## config.mk

```make
export PLATFORM = sky130hd
export DESIGN_NAME = charger_option_two_control
export DESIGN_NICKNAME = d
export VERILOG_FILES = /design/src/hw/opt2_pkg.sv /design/src/hw/charger_option_two_control.sv /design/src/hw/oc_blanker.sv /design/src/hw/tick_gen.sv
export SDC_FILE = /design/constraint.sdc
export NUM_CORES = 1
export LEC_CHECK = 0
export ABC_CLOCK_PERIOD_IN_PS = 8500
export BUFFER_PORTS_ARGS = -buffer_cell sky130_fd_sc_hd__buf_2
export CORE_UTILIZATION = 50
export DETAILED_ROUTE_END_ITERATION = 12
export HOLD_SLACK_MARGIN = 0.08
export MAX_ROUTING_LAYER = met4
export PLACE_DENSITY = 0.73
export SLEW_MARGIN = 20
export SYNTH_ARGS = -nofsm -noshare
export SYNTH_HDL_FRONTEND = slang
export SYNTH_SLANG_ARGS = --single-unit
export TNS_END_PERCENT = 50
```

## constraint.sdc

```tcl
create_clock -name ref_clk -period 8.5 [get_ports ref_clk]
set_input_delay 1.7 -clock ref_clk [delete_from_list [all_inputs] [get_ports ref_clk]]
set_output_delay 1.7 -clock ref_clk [all_outputs]
set_load 0.03 [all_outputs]
```

## src/hw/opt2_pkg.sv

```systemverilog
package opt2_pkg;

	// Register location and value after power-on.
	localparam logic [7:0]  OPT2_ADDR  = 8'h31;
	localparam logic [15:0] OPT2_RESET = 16'h02b7;
	localparam int unsigned LIMIT_W    = 7;

	// Timing base. Burst intervals are counted in ticks of TICK_US.
	localparam int unsigned CLK_HZ       = 125_000_000;
	localparam int unsigned CYC_PER_US   = CLK_HZ / 1_000_000;
	localparam int unsigned US_PER_MS    = 1000;
	localparam int unsigned TICK_US      = 100;
	localparam int unsigned TICK_CYCLES  = CYC_PER_US * TICK_US;
	localparam int unsigned BLANK_US     = 100;
	localparam int unsigned BLANK_CYCLES = CYC_PER_US * BLANK_US;

	localparam int unsigned OVLD_MS_0  = 1;
	localparam int unsigned OVLD_MS_1  = 2;
	localparam int unsigned OVLD_MS_2  = 10;
	localparam int unsigned OVLD_MS_3  = 20;
	localparam int unsigned CYCLE_MS_0 = 5;
	localparam int unsigned CYCLE_MS_1 = 10;
	localparam int unsigned CYCLE_MS_2 = 20;
	localparam int unsigned CYCLE_MS_3 = 40;

	typedef logic [8:0] tick_t;
	typedef logic [LIMIT_W-1:0] limit_t;

	typedef enum logic [1:0] {
		BURST_IDLE  = 2'b00,
		BURST_OVLD  = 2'b01,
		BURST_RELAX = 2'b10
	} burst_e;

	typedef struct packed {
		logic [1:0] overload_time_sel;
		logic       burst_on_input_overshoot_en;
		logic       burst_on_rail_sag_en;
		logic       overload_cycle_flag;
		logic       relax_cycle_flag;
		logic [1:0] burst_cycle_period_sel;
		logic       pin_limit_select;
		logic       monitor_direction_sel;
		logic       low_switch_trip_sel;
		logic       input_trip_sel;
		logic       input_overcurrent_en;
		logic       input_overcurrent_level;
		logic       discharge_overcurrent_en;
		logic       discharge_overcurrent_level;
	} opt2_s;

	function automatic tick_t ms_to_ticks(input int unsigned ms);
		ms_to_ticks = tick_t'(ms * US_PER_MS / TICK_US);
	endfunction : ms_to_ticks

	function automatic tick_t ovld_ticks(input logic [1:0] sel);
		unique case (sel)
			2'b00: ovld_ticks = ms_to_ticks(OVLD_MS_0);
			2'b01: ovld_ticks = ms_to_ticks(OVLD_MS_1);
			2'b10: ovld_ticks = ms_to_ticks(OVLD_MS_2);
			2'b11: ovld_ticks = ms_to_ticks(OVLD_MS_3);
		endcase
	endfunction : ovld_ticks

	function automatic tick_t cycle_ticks(input logic [1:0] sel);
		unique case (sel)
			2'b00: cycle_ticks = ms_to_ticks(CYCLE_MS_0);
			2'b01: cycle_ticks = ms_to_ticks(CYCLE_MS_1);
			2'b10: cycle_ticks = ms_to_ticks(CYCLE_MS_2);
			2'b11: cycle_ticks = ms_to_ticks(CYCLE_MS_3);
		endcase
	endfunction : cycle_ticks

endpackage : opt2_pkg

```

## src/hw/charger_option_two_control.sv

```systemverilog
`timescale 1ns/1ps
// What this block does
// - Overload time field selects 1, 2, 10 or 20 ms; resets to 00.
// - Bit 13 lets input current overshoot start peak power mode.
// - Bit 12 lets system rail undershoot start peak power mode.
// - Both trigger enables zero keeps peak power mode fully off.
// - Adapter removal clears both trigger enables.
// - Overload flag reads one during overload; writing zero exits it.
// - Relax flag reads one during relaxation; writing zero exits it.
// - Cycle field selects 5, 10, 20 or 40 ms period; resets to 10.
// - Overload longer than the period leaves no relax interval.
// - Bit 7 picks register limit alone or lower of pin and register.
// - Bit 6 picks discharge or charge current on the battery monitor.
// - Bit 5 picks 300 or 500 mV low-side switch trip.
// - Bit 4 picks 150 or 280 mV input trip.
// - Input overcurrent held past 100 us blanking disables converter when enabled.
// - Discharge overcurrent enable makes a discharge event disable the converter.
// - Bit 0 picks 125 or 200 percent of the throttle-alert discharge limit.
module charger_option_two_control
	import opt2_pkg::*;
#(
	parameter int unsigned TICK_CYCLES_P  = TICK_CYCLES,
	parameter int unsigned BLANK_CYCLES_P = BLANK_CYCLES
) (
	input  wire logic         ref_clk,
	input  wire logic         resetn,
	input  wire logic [7:0]   reg_addr,
	input  wire logic         reg_wr,
	input  wire logic         reg_rd,
	input  wire logic [15:0]  reg_wdata,
	output logic      [15:0]  reg_rdata,
	input  wire logic         adapter_present,
	input  wire logic         input_overshoot,
	input  wire logic         rail_sag,
	input  wire logic         input_oc_event,
	input  wire logic         discharge_oc_event,
	input  wire limit_t       limit_pin,
	input  wire limit_t       limit_reg,
	output limit_t            input_current_limit,
	output opt2_s             cfg_out,
	output logic              burst_overload,
	output logic              burst_relax,
	output logic              converter_off
);

////////////////////////////////////////////////////////////////////////////////
	// Register access.

	opt2_s  cfg_q;
	opt2_s  cfg_d;
	opt2_s  wr_view;
	burst_e state_q;
	burst_e state_d;
	logic   adapter_q;

	wire wr_hit    = reg_wr && (reg_addr == OPT2_ADDR);
	wire rd_hit    = reg_rd && (reg_addr == OPT2_ADDR);
	wire removal   = adapter_q && !adapter_present;
	wire clr_ovld  = wr_hit && !wr_view.overload_cycle_flag;
	wire clr_relax = wr_hit && !wr_view.relax_cycle_flag;

	assign wr_view = opt2_s'(reg_wdata);

	// Status flags are not stored; they always mirror the sequencer.
	opt2_s rd_view;
	always_comb begin
		rd_view                     = cfg_q;
		rd_view.overload_cycle_flag = (state_q == BURST_OVLD);
		rd_view.relax_cycle_flag    = (state_q == BURST_RELAX);
	end

	always_comb begin
		cfg_d = cfg_q;
		if (wr_hit) begin
			cfg_d = wr_view;
		end
		cfg_d.overload_cycle_flag = 1'b0;
		cfg_d.relax_cycle_flag    = 1'b0;
		// Removal wins over a host write in the same cycle.
		if (removal) begin
			cfg_d.burst_on_input_overshoot_en = 1'b0;
			cfg_d.burst_on_rail_sag_en        = 1'b0;
		end
	end

	always_ff @(posedge ref_clk or negedge resetn) begin
		if (!resetn) begin
			cfg_q     <= opt2_s'(OPT2_RESET);
			adapter_q <= 1'b0;
		end else begin
			cfg_q     <= cfg_d;
			adapter_q <= adapter_present;
		end
	end

	always_ff @(posedge ref_clk or negedge resetn) begin
		if (!resetn) reg_rdata <= '0;
		else if (reg_rd) reg_rdata <= rd_hit ? 16'(rd_view) : 16'h0000;
	end

////////////////////////////////////////////////////////////////////////////////
	// Peak power sequencer.

	tick_t cnt_q;
	tick_t cnt_d;
	logic  tick;

	wire   allowed  = cfg_q.burst_on_input_overshoot_en || cfg_q.burst_on_rail_sag_en;
	wire   trig     = (cfg_q.burst_on_input_overshoot_en && input_overshoot) ||
	                  (cfg_q.burst_on_rail_sag_en && rail_sag);
	wire   tick_t ovld_len  = ovld_ticks(cfg_q.overload_time_sel);
	wire   tick_t cycle_len = cycle_ticks(cfg_q.burst_cycle_period_sel);
	wire   no_relax = (ovld_len >= cycle_len);
	wire   tick_t relax_len = cycle_len - ovld_len;
	wire   tick_t cur_len   = (state_q == BURST_OVLD) ? ovld_len : relax_len;
	wire   seg_end  = tick && (cnt_q == cur_len - tick_t'(1));
	wire   restart  = (state_d != state_q) || seg_end;

	always_comb begin
		state_d = state_q;
		unique case (state_q)
			BURST_IDLE: begin
				if (allowed && trig) state_d = BURST_OVLD;
			end
			BURST_OVLD: begin
				if (!allowed || clr_ovld) state_d = BURST_IDLE;
				else if (seg_end) begin
					if (!no_relax) state_d = BURST_RELAX;
					else if (!trig) state_d = BURST_IDLE;
				end
			end
			BURST_RELAX: begin
				if (!allowed || clr_relax) state_d = BURST_IDLE;
				else if (seg_end) state_d = trig ? BURST_OVLD : BURST_IDLE;
			end
			default: state_d = BURST_IDLE;
		endcase
	end

	assign cnt_d = restart ? tick_t'(0) : (tick ? cnt_q + tick_t'(1) : cnt_q);

	always_ff @(posedge ref_clk or negedge resetn) begin
		if (!resetn) begin
			state_q <= BURST_IDLE;
			cnt_q   <= '0;
		end else begin
			state_q <= state_d;
			cnt_q   <= cnt_d;
		end
	end

	tick_gen #(
		.PERIOD  (TICK_CYCLES_P)
	) u_tick (
		.ref_clk (ref_clk),
		.resetn  (resetn),
		.restart (restart),
		.tick    (tick)
	);

	assign burst_overload = (state_q == BURST_OVLD);
	assign burst_relax    = (state_q == BURST_RELAX);

////////////////////////////////////////////////////////////////////////////////
	// Limit selection and protection.

	logic ac_trip;
	oc_blanker #(
		.HOLD    (BLANK_CYCLES_P)
	) u_blank (
		.ref_clk (ref_clk),
		.resetn  (resetn),
		.oc_in   (input_oc_event),
		.trip    (ac_trip)
	);

	wire limit_t lower_limit = (limit_pin < limit_reg) ? limit_pin : limit_reg;
	wire limit_t limit_sel   = cfg_q.pin_limit_select ? lower_limit : limit_reg;
	wire         off_d       = (cfg_q.input_overcurrent_en && ac_trip) ||
	                           (cfg_q.discharge_overcurrent_en && discharge_oc_event);

	// The trip level bits reach the analog side through cfg_out unchanged.
	always_ff @(posedge ref_clk or negedge resetn) begin
		if (!resetn) begin
			input_current_limit <= '0;
			converter_off       <= 1'b0;
			cfg_out             <= opt2_s'(OPT2_RESET);
		end else begin
			input_current_limit <= limit_sel;
			converter_off       <= off_d;
			cfg_out             <= rd_view;
		end
	end

////////////////////////////////////////////////////////////////////////////////
	// Checks.

	property p_one_flag;
		@(posedge ref_clk) disable iff (!resetn) !(burst_overload && burst_relax);
	endproperty
	a_one_flag: assert property (p_one_flag) else $error("both flags set");

	property p_off_when_disabled;
		@(posedge ref_clk) disable iff (!resetn) !allowed |=> state_q == BURST_IDLE;
	endproperty
	a_off_when_disabled: assert property (p_off_when_disabled) else $error("burst while disabled");

	property p_removal;
		@(posedge ref_clk) disable iff (!resetn)
			removal |=> !cfg_q.burst_on_input_overshoot_en && !cfg_q.burst_on_rail_sag_en;
	endproperty
	a_removal: assert property (p_removal) else $error("enables kept after removal");

	property p_exit_ovld;
		@(posedge ref_clk) disable iff (!resetn) burst_overload && clr_ovld |=> !burst_overload;
	endproperty
	a_exit_ovld: assert property (p_exit_ovld) else $error("overload not left");

	property p_exit_relax;
		@(posedge ref_clk) disable iff (!resetn) burst_relax && clr_relax |=> !burst_relax;
	endproperty
	a_exit_relax: assert property (p_exit_relax) else $error("relax not left");

	property p_no_relax;
		@(posedge ref_clk) disable iff (!resetn) burst_overload && no_relax |=> !burst_relax;
	endproperty
	a_no_relax: assert property (p_no_relax) else $error("relax with long overload");

	property p_flag_read;
		@(posedge ref_clk) disable iff (!resetn)
			rd_hit |=> reg_rdata[11] == $past(burst_overload) && reg_rdata[10] == $past(burst_relax);
	endproperty
	a_flag_read: assert property (p_flag_read) else $error("flag readback wrong");

	property p_limit;
		@(posedge ref_clk) disable iff (!resetn)
			!cfg_q.pin_limit_select |=> input_current_limit == $past(limit_reg);
	endproperty
	a_limit: assert property (p_limit) else $error("limit not from register");

	property p_batoc;
		@(posedge ref_clk) disable iff (!resetn)
			cfg_q.discharge_overcurrent_en && discharge_oc_event |=> converter_off;
	endproperty
	a_batoc: assert property (p_batoc) else $error("discharge trip missed");

	property p_acoc;
		@(posedge ref_clk) disable iff (!resetn)
			converter_off && !$past(discharge_oc_event) |-> $past(input_oc_event);
	endproperty
	a_acoc: assert property (p_acoc) else $error("converter off without cause");

	property p_enter;
		@(posedge ref_clk) disable iff (!resetn)
			!burst_overload && !burst_relax && trig |=> burst_overload;
	endproperty
	a_enter: assert property (p_enter) else $error("trigger did not start overload");

	property p_to_relax;
		@(posedge ref_clk) disable iff (!resetn)
			burst_overload && seg_end && !no_relax && allowed && !clr_ovld |=> burst_relax;
	endproperty
	a_to_relax: assert property (p_to_relax) else $error("relax interval skipped");

	property p_write;
		@(posedge ref_clk) disable iff (!resetn)
			wr_hit |=> cfg_q.overload_time_sel == $past(wr_view.overload_time_sel) &&
				cfg_q.burst_cycle_period_sel == $past(wr_view.burst_cycle_period_sel);
	endproperty
	a_write: assert property (p_write) else $error("period fields not written");

	property p_lower_limit;
		@(posedge ref_clk) disable iff (!resetn)
			cfg_q.pin_limit_select |=> input_current_limit <= $past(limit_pin) &&
				input_current_limit <= $past(limit_reg);
	endproperty
	a_lower_limit: assert property (p_lower_limit) else $error("limit too high");

	property p_lvl;
		@(posedge ref_clk) disable iff (!resetn)
			cfg_out.monitor_direction_sel == $past(cfg_q.monitor_direction_sel) &&
			cfg_out.low_switch_trip_sel == $past(cfg_q.low_switch_trip_sel) &&
			cfg_out.input_trip_sel == $past(cfg_q.input_trip_sel) &&
			cfg_out.input_overcurrent_level == $past(cfg_q.input_overcurrent_level) &&
			cfg_out.discharge_overcurrent_level == $past(cfg_q.discharge_overcurrent_level);
	endproperty
	a_lvl: assert property (p_lvl) else $error("levels lost");

	property p_off_cause;
		@(posedge ref_clk) disable iff (!resetn)
			!cfg_q.input_overcurrent_en && !cfg_q.discharge_overcurrent_en |=> !converter_off;
	endproperty
	a_off_cause: assert property (p_off_cause) else $error("converter off while disabled");

	property p_ac_off;
		@(posedge ref_clk) disable iff (!resetn)
			cfg_q.input_overcurrent_en && ac_trip |=> converter_off;
	endproperty
	a_ac_off: assert property (p_ac_off) else $error("input trip missed");

	c_to_relax: cover property (@(posedge ref_clk) disable iff (!resetn)
		burst_overload ##1 burst_relax);
	c_to_ovld: cover property (@(posedge ref_clk) disable iff (!resetn)
		burst_relax ##1 burst_overload);
	c_conv_off: cover property (@(posedge ref_clk) disable iff (!resetn) $rose(converter_off));
	c_host_clear: cover property (@(posedge ref_clk) disable iff (!resetn)
		burst_relax && clr_relax);
	c_removal: cover property (@(posedge ref_clk) disable iff (!resetn) removal);

endmodule : charger_option_two_control

```

## src/hw/oc_blanker.sv

```systemverilog
`timescale 1ns/1ps
module oc_blanker
	import opt2_pkg::*;
#(
	parameter int unsigned HOLD = BLANK_CYCLES
) (
	input  wire logic ref_clk,
	input  wire logic resetn,
	input  wire logic oc_in,
	output logic      trip
);
	localparam int unsigned W = $clog2(HOLD + 1);
	localparam logic [W-1:0] FULL = W'(HOLD);

	logic [W-1:0] cnt_q;

	// Any drop of the event restarts blanking, so short spikes never trip.
	always_ff @(posedge ref_clk or negedge resetn) begin
		if (!resetn) cnt_q <= '0;
		else if (!oc_in) cnt_q <= '0;
		else if (cnt_q != FULL) cnt_q <= cnt_q + W'(1);
	end

	assign trip = oc_in && (cnt_q == FULL);

	property p_blank_drop;
		@(posedge ref_clk) disable iff (!resetn) !oc_in |=> !trip;
	endproperty
	a_blank_drop: assert property (p_blank_drop) else $error("trip without held event");
endmodule : oc_blanker

```

## src/hw/tick_gen.sv

```systemverilog
`timescale 1ns/1ps
module tick_gen
	import opt2_pkg::*;
#(
	parameter int unsigned PERIOD = TICK_CYCLES
) (
	input  wire logic ref_clk,
	input  wire logic resetn,
	input  wire logic restart,
	output logic      tick
);
	localparam int unsigned W = $clog2(PERIOD + 1);
	localparam logic [W-1:0] LAST = W'(PERIOD - 1);

	logic [W-1:0] cnt_q;
	wire          wrap = (cnt_q == LAST);

	// Restart realigns the tick so each interval is exact to the cycle.
	always_ff @(posedge ref_clk or negedge resetn) begin
		if (!resetn) cnt_q <= '0;
		else if (restart || wrap) cnt_q <= '0;
		else cnt_q <= cnt_q + W'(1);
	end

	// Tick looks at the count alone, because the sequencer builds restart from tick.
	assign tick = wrap;
endmodule : tick_gen

```

==> impl_results.md <==
- Status: finished, final reports clean
- Synth area leaders: dfrtp_1 (41%), dfstp_2 (7.6%), ha_1 (7.2%)
- Hold Slack: 380 ps
- Final Cell Area: 0.00568 sq mm
- Slew @ Worst Pin: 923 ps
- Slowest-stage cell, CP: or4b_2
- Cts hold-fix bufs: 0
- Largest net degree at the start of global routing: 77
- Detail Placement HPWL: 7510 microns
- Final #Nets: 643
- Sw power: 304 uW
- Critical Path AT: 4270 ps
- Tmin final: 4040 ps
- Mean Syn Cell Area: 10.3 sq um
- Post-synthesis cell count: 474
- Die width: 101 microns
- Sequential share of power: 48.0%
- Unrepaired setup endpoints after global routing: false
- Boundary Pins: 89
- GRT Util Overall: 22.4%
- First-pass GRT wire length: 17,100 microns
- Worst Path Required: 8720 ps
- Initial Utilization: 52.1%
- Drt initial violations: 153
- Num CTS Buffers: 9
- Syn_nets: 550
- Drt drc: 0
- WL per Instance: 14.1 microns
- Post-DP Area: 0.00545 sq mm
- Synth Warn #: 0
- Clk_skew: 11.8 ps
- Antenna violations before repair: 0
- Clock Path Buffers: 2
- Core Util, Final: 60.9%
- Total core area: 0.00933 sq mm
- # diodes: 0
- Clk pin slew, worst setup/hold paths: 100 ps
- Power Density: 183 mW/mm^2
- Post-synth top area cell: dfrtp_1
- Most frequent cells after synthesis: dfrtp_1 (80), inv_1 (43), nand2_1 (40)
- Worst rel slew slack: 38.4%
- Via count: 3,628
- Ys async rst share: 100%
- Maximum clock rate: 0.247 GHz
- Via-to-Cell Ratio: 5.18
- Fraction of the mapped netlist area in adder cells: 7.62%
- Setup CP Type: in2reg
- Leak Pwr: 0.00278 uW
- H-tree levels: 3
- Worst VDD drop: 0.000103 V
- Clk pwr share: 32.1%
- Fill cells: 826
- CP max stage delay: 660 ps
- Max Cap Viol: 0
- Setup violators final: 0
- Yosys reg bits: 94
- CP Launch Type: input pin
- Router iterations before antenna repair: 4
- Crit. End Element: flip-flop
- TNS Setup: 0 ps
- Count leader, synth: dfrtp_1
- Post-CTS setup buffer count: 0
- Post-Route WL: 9910 microns
- Final RePlAce weighted congestion: 0.933
- Switching share of total power: 29.3%
- Post-synth top flop: dfrtp_1
- Logic gate share of total power: 19.8%
- FF-to-FF setup slack: 4470 ps
- Mux contribution to synthesized area: 6.05%
- Total grt overflow: 0
- Top cell type's share of synthesized area: 41.2%
- Final Hold Vio Count: 0
- CTS root buffer: clkbuf_8
- Die height: 101 microns
- Compound-Gate Fraction of Synth Area: 7.98%
- Final ANT Viol Nets: 0
- Largest family of logic cells by synthesized area: simple AND/OR/NAND/NOR gates
- Unique masters post-synth: 51
- Number of synthesized flops with an enable pin: 0
- Internal power: 734 uW
- CTS tree: yes
- Buffers added on ports: 88
- Area delta synth->final: 16.7%
- XOR/XNOR Fraction of Synth Area: 7.92%
- HP Class: reg2reg
- Layout cell share with drive strength beyond 1: 26.4%
- Vias in the first global route: 3,712
- Seq/Total Area, Yosys: 48.7%
- Slew Limit Fails: 0
- Worst skew pair latency: 350 ps
- Num Clock Sinks: 94
- Die area: 0.0101 sq mm
- Post-Synth Simple-Gate Area: 17.6%
- CTS-repair resized insts: 0
- Mapped Area: 0.00486 sq mm
- CP Max Fanout: 23
- CP Cell Sequence: buf_2 > or4b_2 > nor4_1 > nand2_1 > o221ai_1 > a22oi_1 > o31ai_2 > buf_4 > nor3_1
- Site Rows: 35
- Final period utilization: 47.6%
[sequential cells by signal, indices dropped and copies added (netlist names)]
name	flops
adapter_q	1
reg_rdata	16
converter_off	1
cnt_q	9
input_current_limit	7
cfg_out	16
u_blank.cnt_q	14
state_q	2
cfg_q	14
u_tick.cnt_q	14
[cell families after synthesis]
group                    Yosys count
AND/OR/NAND/NOR                  168
XOR/XNOR                          44
buffers and inverters             52
multiplexers                      27
flip-flops                        94
adder cells (fa/ha/maj)           29
AO/OA/AOI/OAI                     60
[layout make-up]
cell class / instances / area [sq um] / share of cell area, %
clock buffer: 9 / 124 / 2.18
clock inverter: 7 / 101 / 1.78
inverter: 43 / 161 / 2.84
multi-input combinational: 328 / 2290 / 40.4
sequential: 94 / 2370 / 41.7
tap: 129 / 161 / 2.84
timing repair buffer: 91 / 465 / 8.20
[final timing paths]
kind,startpoint,end,cells after the start
setup / recovery,reg_addr[1],u_tick.cnt_q[6]$_DFF_PN0_,9
hold / removal,cfg_q[4]$_DFFE_PN1P_,cfg_out[4]$_DFF_PN1_,0
setup reg to reg,cfg_q[9]$_DFFE_PN1P_,state_q[0]$_DFF_PN0_,15
hold reg to reg,cfg_q[4]$_DFFE_PN1P_,cfg_out[4]$_DFF_PN1_,0
max in group asynchronous,resetn,cfg_q[14]$_DFFE_PN0P_,2
min in group asynchronous,resetn,u_blank.cnt_q[4]$_DFFE_PN0P_,1
[per-stage QoR]
stage	cells	worst slack [ps]	total power, uW
2_1_floorplan	474	4780	653
3_3_place_gp	685	4130	705
3_5_place_dp	685	4030	714
4_1_cts	701	4420	1050
5_1_grt	701	4110	1100
6_report	701	4460	1040
[critical path: cells and delay by family]
family          cells  cell delay, ps
simple gates        4            1440
compound gates      3             730
buf+inv             2             380
[layout by cell type, fill, tap and decap left out, types with 4 or more instances in the layout]
master / synthesis / layout
buf_2: 3 / 87
a21oi_1: 7 / 7
dfrtp_1: 80 / 80
or2_2: 5 / 5
mux2_2: 19 / 19
ha_1: 28 / 28
and3_1: 6 / 6
nand2_1: 40 / 40
clkbuf_8: 0 / 9
nor2_1: 36 / 36
nand4_1: 6 / 6
nand2b_1: 6 / 6
mux2i_1: 8 / 8
dfstp_2: 14 / 14
buf_4: 0 / 4
xnor2_1: 23 / 23
inv_1: 43 / 43
and2_1: 12 / 12
nand3_1: 19 / 19
nor4_1: 4 / 4
or3_1: 4 / 4
nor3_1: 14 / 14
a21o_1: 5 / 5
nor2b_1: 5 / 5
o21ai_0: 24 / 24
xor2_1: 21 / 21
[layer usage]
layer | vias to the layer above | track usage (%) | share of wire (%)
met4 | 0 | 9.81 | 2.0
met5 | - | - | 0
met2 | 70 | 35.8 | 49
met1 | 1763 | 27.3 | 44
li1 | 1784 | - | -
met3 | 11 | 5.20 | 4.8
[power groups by stage]
stage | sequential [uW] | clock [uW] | combinational [uW]
2_1_floorplan | 511 | 0 | 142
3_3_place_gp | 506 | 0 | 199
3_5_place_dp | 507 | 0 | 207
4_1_cts | 499 | 343 | 208
5_1_grt | 503 | 360 | 236
6_report | 499 | 334 | 206
(Power assumes the default switching activity.)
